$ cat src/lockstep_params.svh
// Constants for the dual processor lockstep controller
`ifndef LOCKSTEP_PARAMS_SVH
`define LOCKSTEP_PARAMS_SVH
`define LS_DATA_W      16
`define LS_ADDR_W      20
`define LS_CTRL_W      4
`define LS_BYTES       2
`define LS_TIME_DIV    8
`define LS_ROLE_RESET  3'h2
`endif

$ cat src/lockstep_pkg.sv
// Types for the dual processor lockstep controller
`include "lockstep_params.svh"
package lockstep_pkg;
  typedef enum logic [2:0] {
    ST_MASTER,
    ST_STANDBY,
    ST_PASSIVE,
    ST_BACKUP,
    ST_FAULT
  } cpu_state_t;

  typedef struct packed {
    logic [`LS_ADDR_W-1:0] addr;
    logic [`LS_DATA_W-1:0] wdata;
    logic [`LS_CTRL_W-1:0] ctrl;
  } cpu_bus_t;

  typedef struct packed {
    logic [`LS_DATA_W-1:0] data;
    logic [`LS_BYTES-1:0]  par;
    logic                  valid;
  } rd_word_t;
endpackage

$ cat src/dual_cpu_lockstep_control.sv
// Lockstep redundancy controller for a pair of identical processors
//
// Operation
// - On simultaneous start the first processor becomes master.
// - Second processor goes passive, backup on sync request with software loaded, then standby after memory update completes.
// - Only the master state drives process control.
// - Standby processor executes the master's instruction stream in lockstep.
// - Passive processor is decoupled; the pair runs asynchronously.
// - Backup copies master memory; fault marks a software-detected fault.
// - I/O modules get the master's signals, or the second processor's when neither is master.
// - Only the master's network interface is active on the plant bus.
// - Comparator checks all data and control of both processors in sync.
// - Buses coupled; single-channel input delivered identically to both.
// - During backup, master read data also written to the second processor.
// - In sync both issue identical addresses and controls each cycle.
// - Processor clocks come from the sync unit, not local oscillators.
// - Slow time clock passes the sync unit for same-cycle edges.
// - Sync unit aligns clock, data, interrupts and reports status.
// - Each processor sends its status/reset indication to its sync unit.
// - Byte parity checked on reads; error raises the parity fault.
// - Differing diagnostic-mode settings drop synchronous operation.
// - Diagnostic mode switches off key monitoring functions.
// - I/O comparator repeats the pair comparison at I/O level.
// - Start asynchronous; sync only after identical software loaded.
// - I/O comparator flags any address, data or control disagreement.
`timescale 1ns/10ps
`include "lockstep_params.svh"
module dual_cpu_lockstep_control
  import lockstep_pkg::*;
#(
  parameter int TIME_DIV = `LS_TIME_DIV
) (
  input  wire logic                  i_ref_clk,
  input  wire logic                  i_reset,
  input  wire logic                  i_start_a,
  input  wire logic                  i_start_b,
  input  wire logic                  i_sw_loaded,
  input  wire logic                  i_sync_req,
  input  wire logic                  i_update_done,
  input  wire logic [1:0]            i_sw_fault,
  input  wire logic                  i_master_swap,
  input  wire logic                  i_disc_clear,
  input  wire logic [1:0]            i_cpu_status,
  input  wire logic [1:0]            i_diag_mode_switch,
  input  wire logic                  i_time_tick,
  input  wire logic [1:0]            i_irq,
  input  wire cpu_bus_t              i_bus_a,
  input  wire cpu_bus_t              i_bus_b,
  input  wire rd_word_t              i_mem_rd,
  input  wire logic [`LS_DATA_W-1:0] i_io_in,
  input  wire cpu_bus_t              i_io_bus_a,
  input  wire cpu_bus_t              i_io_bus_b,
  output logic                       o_proc_clk_fast,
  output logic                       o_proc_clk_slow,
  output logic [1:0]                 o_time_tick,
  output logic [1:0]                 o_irq,
  output logic [2:0]                 o_state_a,
  output logic [2:0]                 o_state_b,
  output logic [1:0]                 o_process_en,
  output logic [1:0]                 o_net_en,
  output cpu_bus_t                   o_io_bus,
  output logic [`LS_DATA_W-1:0]      o_in_a,
  output logic [`LS_DATA_W-1:0]      o_in_b,
  output logic                       o_copy_we,
  output logic [`LS_DATA_W-1:0]      o_copy_data,
  output logic [`LS_ADDR_W-1:0]      o_copy_addr,
  output logic                       o_parity_fault,
  output logic                       o_lockstep_err,
  output logic                       o_io_compare_err,
  output logic                       o_discrepancy,
  output logic                       o_in_sync,
  output logic [1:0]                 o_cpu_status_seen,
  output logic                       o_monitor_en
);

  initial begin
    if (TIME_DIV < 2) $error("TIME_DIV must be at least 2");
  end

  function automatic logic par_bad(input rd_word_t w);
    logic bad;
    bad = 1'b0;
    for (int i = 0; i < `LS_BYTES; i++) begin
      bad = bad | (^{w.data[i*8 +: 8], w.par[i]});
    end
    return bad;
  endfunction

  // ==========================================================
  // Input synchronisers for pin-level signals
  // ==========================================================
  logic [9:0] pin_s1_q;
  logic [9:0] pin_s2_q;
  always_ff @(posedge i_ref_clk or posedge i_reset) begin
    if (i_reset) begin
      pin_s1_q <= 10'h000;
      pin_s2_q <= 10'h000;
    end else begin
      pin_s1_q <= {i_start_a, i_start_b, i_diag_mode_switch, i_time_tick,
                   i_irq, i_cpu_status, i_disc_clear};
      pin_s2_q <= pin_s1_q;
    end
  end
  logic       start_a, start_b, tick, clr;
  logic [1:0] diag, irq, stat;
  assign {start_a, start_b, diag, tick, irq, stat, clr} = pin_s2_q;

  // ==========================================================
  // Processor clocks and slow time clock
  // ==========================================================
  logic [$clog2(TIME_DIV)-1:0] div_q;
  logic                        tick_q;
  always_ff @(posedge i_ref_clk or posedge i_reset) begin
    if (i_reset) begin
      div_q           <= '0;
      o_proc_clk_fast <= 1'b0;
      o_proc_clk_slow <= 1'b0;
    end else begin
      // Both processors share these; no local oscillator used
      o_proc_clk_fast <= ~o_proc_clk_fast;
      if (o_proc_clk_fast) begin
        o_proc_clk_slow <= ~o_proc_clk_slow;
      end
      div_q <= div_q + 1'b1;
    end
  end

  always_ff @(posedge i_ref_clk or posedge i_reset) begin
    if (i_reset) begin
      tick_q      <= 1'b0;
      o_time_tick <= 2'b00;
      o_irq       <= 2'b00;
      o_cpu_status_seen <= 2'b00;
    end else begin
      tick_q      <= tick;
      o_time_tick <= {2{tick & ~tick_q}};
      // Either processor's interrupt reaches both in the same cycle
      o_irq       <= {2{|irq}};
      o_cpu_status_seen <= stat;
    end
  end

  // ==========================================================
  // Role state machines
  // ==========================================================
  cpu_state_t st_a_q, st_b_q;
  logic       diag_mismatch;
  logic       sync_q;
  assign diag_mismatch = diag[0] ^ diag[1];

  always_ff @(posedge i_ref_clk or posedge i_reset) begin
    if (i_reset) begin
      st_a_q <= ST_PASSIVE;
      st_b_q <= ST_PASSIVE;
      sync_q <= 1'b0;
    end else begin
      if (i_sw_fault[0]) begin
        st_a_q <= ST_FAULT;
      end
      if (i_sw_fault[1]) begin
        st_b_q <= ST_FAULT;
      end
      if (diag_mismatch) begin
        sync_q <= 1'b0;
        if (st_a_q != ST_MASTER && st_a_q != ST_FAULT && !i_sw_fault[0]) begin
          st_a_q <= ST_PASSIVE;
        end
        if (st_b_q != ST_MASTER && st_b_q != ST_FAULT && !i_sw_fault[1]) begin
          st_b_q <= ST_PASSIVE;
        end
      end else if (!(|i_sw_fault)) begin
        case ({st_a_q, st_b_q})
          {ST_PASSIVE, ST_PASSIVE}: begin
            if (start_a && start_b) begin
              st_a_q <= ST_MASTER;
            end else if (start_a) begin
              st_a_q <= ST_MASTER;
            end else if (start_b) begin
              st_b_q <= ST_MASTER;
            end
          end
          {ST_MASTER, ST_PASSIVE}: begin
            if (i_sync_req && i_sw_loaded) begin
              st_b_q <= ST_BACKUP;
            end
          end
          {ST_PASSIVE, ST_MASTER}: begin
            if (i_sync_req && i_sw_loaded) begin
              st_a_q <= ST_BACKUP;
            end
          end
          {ST_MASTER, ST_BACKUP}: begin
            if (i_update_done) begin
              st_b_q <= ST_STANDBY;
              sync_q <= 1'b1;
            end
          end
          {ST_BACKUP, ST_MASTER}: begin
            if (i_update_done) begin
              st_a_q <= ST_STANDBY;
              sync_q <= 1'b1;
            end
          end
          {ST_MASTER, ST_STANDBY}, {ST_STANDBY, ST_MASTER}: begin
            if (i_master_swap) begin
              st_a_q <= st_b_q;
              st_b_q <= st_a_q;
            end
          end
          default: begin
            // Master survivor of a faulted pair keeps mastership; a standby survivor takes it
            if (st_a_q == ST_FAULT && st_b_q == ST_STANDBY) begin
              st_b_q <= ST_MASTER;
              sync_q <= 1'b0;
            end else if (st_b_q == ST_FAULT && st_a_q == ST_STANDBY) begin
              st_a_q <= ST_MASTER;
              sync_q <= 1'b0;
            end
          end
        endcase
      end
      if (|i_sw_fault) begin
        sync_q <= 1'b0;
        if (st_a_q == ST_STANDBY && i_sw_fault[1]) st_a_q <= ST_MASTER;
        if (st_b_q == ST_STANDBY && i_sw_fault[0]) st_b_q <= ST_MASTER;
      end
    end
  end

  // ==========================================================
  // Routing and comparison
  // ==========================================================
  logic      a_master, in_sync, mon;
  cpu_bus_t  master_bus;
  assign a_master   = (st_a_q == ST_MASTER);
  assign master_bus = a_master ? i_bus_a : i_bus_b;
  assign in_sync    = sync_q && ((st_a_q == ST_STANDBY) || (st_b_q == ST_STANDBY));
  // Service setting silences checks; keep off in normal operation
  assign mon        = ~(|diag);

  logic cpu_mis, io_mis;
  assign cpu_mis = in_sync && (i_bus_a != i_bus_b);
  assign io_mis  = in_sync && (i_io_bus_a != i_io_bus_b);

  always_ff @(posedge i_ref_clk or posedge i_reset) begin
    if (i_reset) begin
      o_state_a    <= `LS_ROLE_RESET;
      o_state_b    <= `LS_ROLE_RESET;
      o_process_en <= 2'b00;
      o_net_en     <= 2'b00;
      o_io_bus     <= '0;
      o_in_a       <= '0;
      o_in_b       <= '0;
      o_in_sync    <= 1'b0;
      o_monitor_en <= 1'b1;
    end else begin
      o_state_a    <= st_a_q;
      o_state_b    <= st_b_q;
      o_process_en <= {st_b_q == ST_MASTER, a_master};
      o_net_en     <= {st_b_q == ST_MASTER, a_master};
      o_io_bus     <= master_bus;
      o_in_a       <= i_io_in;
      o_in_b       <= i_io_in;
      o_in_sync    <= in_sync;
      o_monitor_en <= mon;
    end
  end

  always_ff @(posedge i_ref_clk or posedge i_reset) begin
    if (i_reset) begin
      o_lockstep_err   <= 1'b0;
      o_io_compare_err <= 1'b0;
      o_discrepancy    <= 1'b0;
    end else begin
      o_lockstep_err   <= cpu_mis && mon;
      o_io_compare_err <= io_mis && mon;
      // Set wins over a same-cycle clear
      if ((cpu_mis || io_mis) && mon) begin
        o_discrepancy <= 1'b1;
      end else if (clr) begin
        o_discrepancy <= 1'b0;
      end
    end
  end

  // ==========================================================
  // Backup copy and parity
  // ==========================================================
  logic copying;
  assign copying = (st_a_q == ST_BACKUP) || (st_b_q == ST_BACKUP);
  always_ff @(posedge i_ref_clk or posedge i_reset) begin
    if (i_reset) begin
      o_copy_we      <= 1'b0;
      o_copy_data    <= '0;
      o_copy_addr    <= '0;
      o_parity_fault <= 1'b0;
    end else begin
      o_copy_we      <= copying && i_mem_rd.valid;
      o_copy_data    <= i_mem_rd.data;
      o_copy_addr    <= master_bus.addr;
      o_parity_fault <= i_mem_rd.valid && par_bad(i_mem_rd);
    end
  end

endmodule

$ cat config.mk
export PLATFORM = sky130hd
export DESIGN_NAME = dual_cpu_lockstep_control
export DESIGN_NICKNAME = d
export VERILOG_FILES = /design/src/lockstep_pkg.sv /design/src/dual_cpu_lockstep_control.sv
export VERILOG_INCLUDE_DIRS = /design/src
export SDC_FILE = /design/constraint.sdc
export NUM_CORES = 1
export LEC_CHECK = 0
export ABC_AREA = 0
export BUFFER_PORTS_ARGS = -buffer_cell sky130_fd_sc_hd__buf_4
export CORE_AREA = 3 3 133 135
export CTS_CLUSTER_DIAMETER = 30
export DETAILED_ROUTE_END_ITERATION = 10
export DIE_AREA = 0 0 136 138
export GPL_TIMING_DRIVEN = 0
export SLEW_MARGIN = 15
export SYNTH_ARGS = -nofsm -noshare
export SYNTH_HDL_FRONTEND = slang
export SYNTH_SLANG_ARGS = --single-unit
export TNS_END_PERCENT = 100
$ cat constraint.sdc
create_clock -name i_ref_clk -period 11.7 [get_ports i_ref_clk]
set_input_delay 2.34 -clock i_ref_clk [delete_from_list [all_inputs] [get_ports i_ref_clk]]
set_output_delay 2.34 -clock i_ref_clk [all_outputs]
set_load 0.05 [all_outputs]
==> results of run 1 <==
final cells by class:
type / count / area share, %
flip-flops and latches: 121 / 33.7
repair buffers: 345 / 29.0
multi-input cells: 261 / 22.9
clock buffers: 17 / 4.73
plain buffers: 55 / 4.07
well taps: 220 / 3.06
clock inverters: 15 / 2.09
inverters: 8 / 0.389
sequential cells by signal (all words and copies together) (netlist names), 2 cells and up:
name / cells
o_copy_addr: 20
o_io_bus: 20
o_copy_data: 16
o_in_b: 16
pin_s1_q: 10
pin_s2_q: 10
o_state_a: 3
o_state_b: 3
st_a_q: 3
st_b_q: 3
o_cpu_status_seen: 2
o_net_en: 2
stage by stage:
stage	power (uW)	utilization, %	setup WS [ns]	area (um^2)
6_report	1250	54.3	8.14	9000
5_1_grt	1310	54.3	8.09	9000
3_5_place_dp	724	50.6	7.78	8380
4_1_cts	1270	54.3	8.19	9000
2_1_floorplan	603	-	6.15	5490
3_3_place_gp	719	50.4	4.75	8350
path summary, 6_finish.rpt:
kind | end | slack [ns] | cells past startpoint
min reg2reg | pin_s2_q[0] | 0.35 | 0
max reg2reg | st_a_q[0] | 9.73 | 6
min | pin_s2_q[0] | 0.35 | 0
min in group asynchronous | o_in_b[1] | 2.00 | 2
max in group asynchronous | o_copy_data[11] | 9.01 | 3
max | st_b_q[0] | 8.14 | 7
critical path, stage by stage:
cell and delay [ns]:
buf_4 0.11, clkbuf_1 0.22, or2_1 0.26, clkbuf_1 0.20, a31oi_1 0.28, a211oi_1 0.12
o31a_1 0.30
cell usage in the layout, fill, tap and decap left out, types with 9 or more instances in the layout:
master,instances
nor2_1,11
xnor2_1,94
a31oi_1,9
nand4_1,23
dfrtp_1,116
buf_4,384
nand2_1,11
mux2_2,40
a21oi_1,9
clkbuf_16,17
cells in the mapped netlist, types with 2 or more instances:
cell	count	area, um^2
a21oi_1	9	45.0
a2bb2oi_1	2	17.5
a31oi_1	9	56.3
buf_2	8	40.0
buf_4	40	300
clkbuf_1	7	26.3
dfrtp_1	116	2900
dfstp_2	5	131
inv_1	8	30.0
mux2_2	40	450
nand2_1	11	41.3
nand3_1	8	40.0
nand4_1	23	144
nor2_1	11	41.3
nor2b_1	8	50.1
nor3_1	2	10.0
nor3b_1	4	30.0
nor4_1	4	25.0
o21ai_0	8	40.0
xnor2_1	94	823
xor2_1	3	26.3
kinds of logic after synthesis:
family          Yosys count
xor+xnor                 97
mux                      40
flops                   121
compound gates           46
simple gates             77
fa+ha+maj                 1
buf+inv                  63
routing by layer:
metal	track usage [%]	up-vias	share of wire, %
li1	-	2222	-
met1	21.2	2273	35
met2	34.7	251	51
met3	8.36	36	11
met4	8.22	0	2.8
met5	0	-	0
power groups by stage:
stage	clock network (uW)	registers [uW]	logic [uW]
floorplan	0	509	94.0
global placement	0	455	264
detailed placement	0	455	268
CTS	553	448	269
global route	574	450	282
finish	538	448	266
==> results.yml, run 1 <==
power:
  cellPowerDensity_nw_per_um2: 139
  ir_drop_mv: 0.0856
  p_switching_uw: 356
  clockPowerShare_pct: 43.0
  p_leak_uw: 0.00420
  p_seq_share_pct: 35.8
  swShare_pct: 28.5
  pwr-share-comb_pct: 21.3
  internal-power_uw: 896
timing:
  rsz0062_at_grt: "false"
  fin_setup_tns_ns: 0
  layout_worst_path_cycle_share_pct: 30.4
  slew_viol_final: 0
  min_period_ns: 3.56
  hold_viol: 0
  skew_ns: 0.00781
  worst_slew_pin_slew_ns: 0.561
  setup_violations: 0
  worst_hold_slack_ns: 0.346
  fmax_ghz: 0.281
  slew_headroom_pct: 62.6
route:
  vias: 4782
  drt-pass1-iter-count: 5
  drtIter0Drc: 220
  viasPerCell: 4.59
  wirelength_um: 19200
  ant_nets: 0
  wl_per_cell_um: 18.4
  drc: 0
logic_synthesis:
  syn_area_um2: 5490
  avgSynthCellArea_um2: 12.3
  ys_ff_latch: 121
  synth_edf_count: 0
  seq_area_frac_synth_pct: 55.2
  syn-num-nets: 659
  synth-adder-area-share_pct: 0.228
  synth-compound-area-share_pct: 5.74
  synth_xor_area_share_pct: 15.5
  ys_warn_count: 0
  postSynthCellCount: 445
  yosysUniqueCellTypes: 46
  async_reset_ff_share_pct: 100
  synth_top_family_by_area: "XOR/XNOR gates"
  yosys.area_share.simple_pct: 7.93
  ys.flop_type: "dfrtp_1"
  muxShareOfSynthArea_pct: 8.20
floorplanning:
  die_w_um: 136
  core_area_um2: 16600
  io-pin-count: 346
  rows: 47
  dieArea_um2: 18800
  initial_core_util_pct: 33.1
  die_height_um: 138
clock_network:
  cts_resized: 0
  clock_latency_ns: 0.41
  h-tree-depth: 4
  clock_path_buffers: 2
  cts_tree: "yes"
  cts_hold_buffers: 0
  cts-root-buf: "clkbuf_16"
  path_clk_slew_ns: 0.05
  cts_sinks: 121
  cts_buffers: 17
  cts_setup_buffers: 0
grt:
  antenna_found_initial: 0
  grt.total_usage_pct: 20.0
  grt_first_pass_wirelength_um: 28400
  grt-ovfl-total: 0
  grt_max_degree: 63
  grt_pass1_vias: 5139
critical_path:
  endpoint_kind: "flop"
  critPathArrivalTime_ns: 3.84
  path_max_fanout: 10
  crit_required_ns: 11.98
  timing.rr.start: "st_b_q[1]"
  start_kind: "input port"
  crit_type: "in2reg"
  startpoint: "i_sw_fault[0]"
final_layout:
  drive_gt1_share_pct: 57.8
  antenna_cells: 0
  finalNonFillerCells: 1042
  syn_to_final_growth_pct: 63.8
  fin_nets: 1023
  multiInputGateArea_um2: 2060
  fill_cells: 1515
  seq_area_um2: 3030
job:
  cap_viol_max_count: 0
placement:
  place_inst: 1010
  dp_hpwl_um: 15800
  portBuffers: 344
  gp_congestion: 0.860
worst_hold_path:
  min_from: "pin_s1_q[0]"
  worstHoldPathType: "reg2reg"
run_status:
  status: "finished, final reports clean"
No activity file was read; power rests on OpenSTA's default activity.
==> inputs of run 2 (changes only) <==
- ABC_AREA: 0 -> 1
- PLACE_DENSITY: unset -> 0.67
- clock period: 11.7 -> 3.4 ns (I/O delays scaled with it)
==> run 2 against run 1 <==
Net effect:
- combinational power rose to 5.2 times the previous value
- highest routed layer unchanged
- largest power group unchanged
- critical endpoint is now o_io_bus[28]
- clock skew barely moved
- sequential share of layout area fell by 1.4 points
- clock-buffer cell count rose by 3
- via count rose by 15%
- synthesized cell count rose by 56%
- global-route usage barely moved
- register-to-register slack got worse by 8.0 ns
- die area did not move
==> results.yml, run 2 <==
run_status:
  status: "finished, final reports clean"
logic_synthesis:
  syn-num-nets: 906
  syn_area_um2: 5880
  synth_commonest_cells: "239 x nand2_1, 116 x dfrtp_1, 87 x inv_1"
  synthTopCellsByArea: "dfrtp_1 49%, nand2_1 15%, xnor2_1 8.8%"
  yosysMostFrequentCell: "nand2_1"
  ys_warn_count: 0
  seq_area_frac_synth_pct: 51.6
  async_reset_ff_share_pct: 100
  ys_ff_latch: 121
  synth_top_area_share_pct: 49.4
  avgSynthCellArea_um2: 8.49
  ys.flop_type: "dfrtp_1"
  yosysUniqueCellTypes: 29
  synth_edf_count: 0
  yosys.area.top_type: "dfrtp_1"
  postSynthCellCount: 692
final_layout:
  fin_nets: 1273
  antenna_cells: 0
  syn_to_final_growth_pct: 59.6
  final_common_cell: "buf_4"
  fill_cells: 1516
  largestRegisters: "o_copy_addr: 20 flops, o_io_bus: 20 flops"
  drive_gt1_share_pct: 42.7
  layout_common_cells: "389 x buf_4, 239 x nand2_1, 116 x dfrtp_1"
clock_network:
  cts_buffers: 17
  clock_latency_ns: 0.40
  path_clk_slew_ns: 0.06
  cts_resized: 0
  cts_sinks: 121
  clock_path_buffers: 2
  cts_hold_buffers: 0
  cts_setup_buffers: 0
  h-tree-depth: 4
  cts-root-buf: "clkbuf_16"
  cts_tree: "yes"
grt:
  grt_max_degree: 37
  grt.total_usage_pct: 20.0
  grt-ovfl-total: 0
  grt_first_pass_wirelength_um: 28900
  antenna_found_initial: 0
  grt_pass1_vias: 5428
floorplanning:
  initial_core_util_pct: 35.4
  die_w_um: 136
  rows: 47
  die_height_um: 138
  core_area_um2: 16600
  dieArea_um2: 18800
  io-pin-count: 346
critical_path:
  cp_common_cell: "buf_4"
  crit_chain: "buf_4, buf_4"
  endpoint_kind: "output port"
  cp_slowest_stage_delay_ns: 0.41
  path_max_fanout: 2
  start_kind: "flop"
  crit_type: "reg2out"
  slowest_stage: "dfrtp_1"
  critPathArrivalTime_ns: 1.13
  crit_required_ns: 2.72
timing:
  rsz0062_at_grt: "false"
  worst_slew_pin_slew_ns: 0.656
  layout_worst_path_cycle_share_pct: 53.3
  fmax_ghz: 0.552
  hold_viol: 0
  fin_setup_tns_ns: 0
  slew_viol_final: 0
  skew_ns: 0.00782
  setup_violations: 0
  slew_headroom_pct: 56.2
  min_period_ns: 1.81
power:
  ir_drop_mv: 0.321
  cellPowerDensity_nw_per_um2: 503
  p_leak_uw: 0.00509
  p_total_uw: 4710
placement:
  dp_hpwl_um: 16000
  portBuffers: 345
  gp_congestion: 0.879
worst_hold_path:
  worstHoldPathType: "reg2reg"
route:
  wl_per_cell_um: 14.6
  ant_nets: 0
  viasPerCell: 4.25
  drtIter0Drc: 159
  wirelength_um: 18900
  drt-pass1-iter-count: 4
  vias: 5494
  drc: 0
job:
  cap_viol_max_count: 0
[run 2: per-stage QoR]
| stage | hold slack [ns] | cells | instance area (um^2) | worst slack, ns | util (%) |
|---|---|---|---|---|---|
| final | 0.341 | 1292 | 9380 | 1.59 | 56.5 |
| after global routing | 0.354 | 1292 | 9380 | 1.53 | 56.5 |
| after CTS | 0.347 | 1292 | 9380 | 1.55 | 56.5 |
| after detailed placement | 0.336 | 1260 | 8800 | 1.45 | 53.1 |
| after global placement | 0.332 | 1257 | 8740 | 0.430 | 52.7 |
| after floorplan | 0.331 | 692 | 5880 | 1.24 | - |
[run 2: cell type report]
type / instances / area, um^2 / share of cell area (%)
buffer: 49 / 353 / 3.76
clock inverter: 12 / 125 / 1.33
clock buffer: 20 / 447 / 4.76
timing repair buffer: 348 / 2650 / 28.3
multi-input combinational: 427 / 2130 / 22.7
inverter: 95 / 360 / 3.84
tap: 220 / 275 / 2.94
sequential: 121 / 3030 / 32.4
[run 2: where the power goes]
group / switching [uW] / leakage (uW) / internal, uW
Sequential: 59.6 / 0.00143 / 1560
Combinational: 854 / 0.00338 / 519
Clock: 630 / 0.000276 / 1090
Total: 1540 / 0.00509 / 3170
[run 2: layer usage]
layer | track usage [%] | share of wire, % | up-vias
met1 | 22.6 | 38 | 2462
met3 | 7.49 | 10 | 25
li1 | - | - | 2770
met5 | 0 | 0 | -
met2 | 34.6 | 50 | 237
met4 | 6.42 | 2.1 | 0
[run 2: kinds of logic after synthesis]
logic type / count (synthesis) / synth area share [%]
xor+xnor: 65 / 9.69
buf+inv: 144 / 12.1
flops: 121 / 51.6
fa+ha+maj: 1 / 0.213
simple gates: 322 / 22.7
compound gates: 39 / 3.71
[run 2: worst paths after layout]
kind / endpoint / cells after the start / from / slack, ns
worst max-delay path: o_io_bus[28] / 2 / o_copy_addr[8] / 1.59
worst min-delay path: o_cpu_status_seen[1] / 0 / pin_s2_q[2] / 0.34
worst max register to register: o_io_bus[15] / 6 / st_a_q[1] / 1.77
worst min register to register: o_cpu_status_seen[1] / 0 / pin_s2_q[2] / 0.34
max in group asynchronous: o_copy_addr[10] / 4 / i_reset / 2.21
min in group asynchronous: o_copy_data[3] / 2 / i_reset / 0.38
[run 2: critical path: cells and delay by family, from the launching register on]
kind / cells / cell delay [ns]
buffers and inverters: 2 / 0.32
DFF: 1 / 0.41
==> inputs of run 3 (changes only) <==
- ABC_AREA: 1 -> 0
- PLACE_DENSITY: 0.67 -> unset
- clock period: 3.4 -> 1.7 ns (I/O delays scaled with it)
==> run 3 against run 2 <==
Net effect:
- first-iteration DRC count increased by 30%
- clock-buffer cell count decreased by 2
- register-to-register slack got worse by 1.8 ns
- cell count decreased by 19%
- largest power group unchanged
- total power increased by 84%
==> results.yml, run 3 (synthesis results as in run 1) <==
placement:
  dp_hpwl_um: 15800
  gp_congestion: 0.890
  place_inst: 1012
  portBuffers: 344
route:
  viasPerCell: 4.60
  drtIter0Drc: 207
  drc: 0
  ant_nets: 0
  vias: 4821
  drt-pass1-iter-count: 6
  wirelength_um: 19300
  wl_per_cell_um: 18.4
grt:
  grt_first_pass_wirelength_um: 28900
  grt_max_degree: 37
  grt_pass1_vias: 5218
  use_met3_pct: 8.54
  grt_util_met2_pct: 34.3
  grt.total_usage_pct: 20.2
  use_met1_pct: 22.7
  antenna_found_initial: 0
  busiest_layer: "met2"
  grt-ovfl-total: 0
clock_network:
  h-tree-depth: 4
  clock_latency_ns: 0.42
  cts_tree: "yes"
  clock_path_buffers: 2
  cts_buffers: 17
  cts_sinks: 121
  path_clk_slew_ns: 0.06
  cts-root-buf: "clkbuf_16"
timing:
  layout_worst_path_cycle_share_pct: 99.9
  skew_ns: 0.0122
  min_period_ns: 1.70
  worst_slew_pin_slew_ns: 0.453
  slew_viol_final: 0
  setup_violations: 0
  slew_headroom_pct: 69.5
  fmax_ghz: 0.589
  hold_viol: 0
  rsz0062_at_grt: "true"
final_layout:
  fin_nets: 1029
  final_core_util_pct: 55.4
  syn_to_final_growth_pct: 67.2
  drive_gt1_share_pct: 60.6
  fill_cells: 1481
  layout_common_cells: "396 x buf_4, 113 x dfrtp_1, 94 x xnor2_1"
  finalNonFillerCells: 1048
  antenna_cells: 0
  largestRegisters: "o_copy_addr: 20 flops, o_io_bus: 20 flops"
  final_common_cell: "buf_4"
run_status:
  status: "finished, final reports clean"
power:
  p_total_uw: 8660
  ir_drop_mv: 0.718
  p_leak_uw: 0.00425
  cellPowerDensity_nw_per_um2: 943
floorplanning:
  die_height_um: 138
  dieArea_um2: 18800
  io-pin-count: 346
  die_w_um: 136
  initial_core_util_pct: 33.1
  rows: 47
  core_area_um2: 16600
critical_path:
  slowest_stage: "dfrtp_2"
  cp_slowest_stage_delay_ns: 0.48
  crit_required_ns: 2.03
  path_buf_inv: 0
  crit_type: "reg2reg"
  critPathArrivalTime_ns: 2.02
  crit_chain: "nor3_4, and4_1, o221a_1, nor2_1, a311oi_1"
  endpoint_kind: "flop"
  path_max_fanout: 8
  start_kind: "flop"
  cp_top_family: "simple AND/OR/NAND/NOR gates"
worst_hold_path:
  worstHoldPathType: "in2reg"
job:
  cap_viol_max_count: 0
==> run 3: through the flow <==
| step | area [um^2] | TNS [ns] | hold slack [ns] | setup slack, ns |
|---|---|---|---|---|
| after floorplan | 5500 | -13.83 | 0.331 | -0.119 |
| after global placement | 8360 | -112.91 | 0.332 | -0.918 |
| after detailed placement | 8420 | -4.84 | 0.335 | -0.209 |
| after CTS | 9100 | -0.0136 | 0.00559 | -0.0136 |
| after global routing | 9190 | -0.132 | 0.00520 | -0.0619 |
| final | 9190 | 0 | 0.0264 | 0.00117 |
==> run 3: per-layer routing <==
metal,up-vias,share of wire (%)
li1,2231,-
met1,2281,37
met2,274,51
met3,35,10
met4,0,2.5
met5,-,0
==> run 3: final cells by class <==
cell class	instances	area, um^2	area share (%)
Sequential cell	121	3040	33.1
Buffer	53	388	4.22
Tap cell	220	275	3.00
Inverter	8	33.8	0.368
Clock inverter	14	171	1.87
Timing Repair Buffer	353	2690	29.3
Clock buffer	18	439	4.78
Multi-Input combinational cell	261	2150	23.4
==> run 3: path summary, 6_finish.rpt <==
check / from / end / slack [ns] / cells past startpoint
min reg2reg: pin_s1_q[1] / pin_s2_q[1] / 0.35 / 0
min in group asynchronous: i_reset / o_state_a[0] / 0.50 / 3
max reg2reg: st_a_q[0] / st_b_q[1] / 0.001 / 5
max in group asynchronous: i_reset / o_monitor_en / 0.62 / 4
min: i_diag_mode_switch[1] / pin_s1_q[7] / 0.03 / 1
max: st_a_q[0] / st_b_q[1] / 0.001 / 5
==> run 3: worst register-to-register path, delay by kind of cell (launching register included) <==
family	cells	cell delay, ns
and+or+nand+nor	3	0.70
DFF	1	0.48
AOI/OAI and AO/OA	2	0.43
==> run 3: what timing repair did <==
| item | 4_1_cts | 5_1_grt |
|---|---|---|
| gates resized for setup | 18 | 24 |
| pin swaps | 2 | 4 |
| hold buffers | 1 | 0 |
| buffers inserted | 2 | 3 |
| endpoints found under the hold margin | 13 | 0 |
| setup endpoints to repair | 45 | 9 |
==> run 3: where the power goes <==
| part | leakage [uW] | internal [uW] | total [uW] | switching [uW] |
|---|---|---|---|---|
| clock | 0.000293 | 2350 | 3710 | 1360 |
| sequential | 0.00142 | 3020 | 3080 | 60.7 |
| combinational | 0.00254 | 828 | 1870 | 1040 |
| total | 0.00425 | 6200 | 8660 | 2460 |
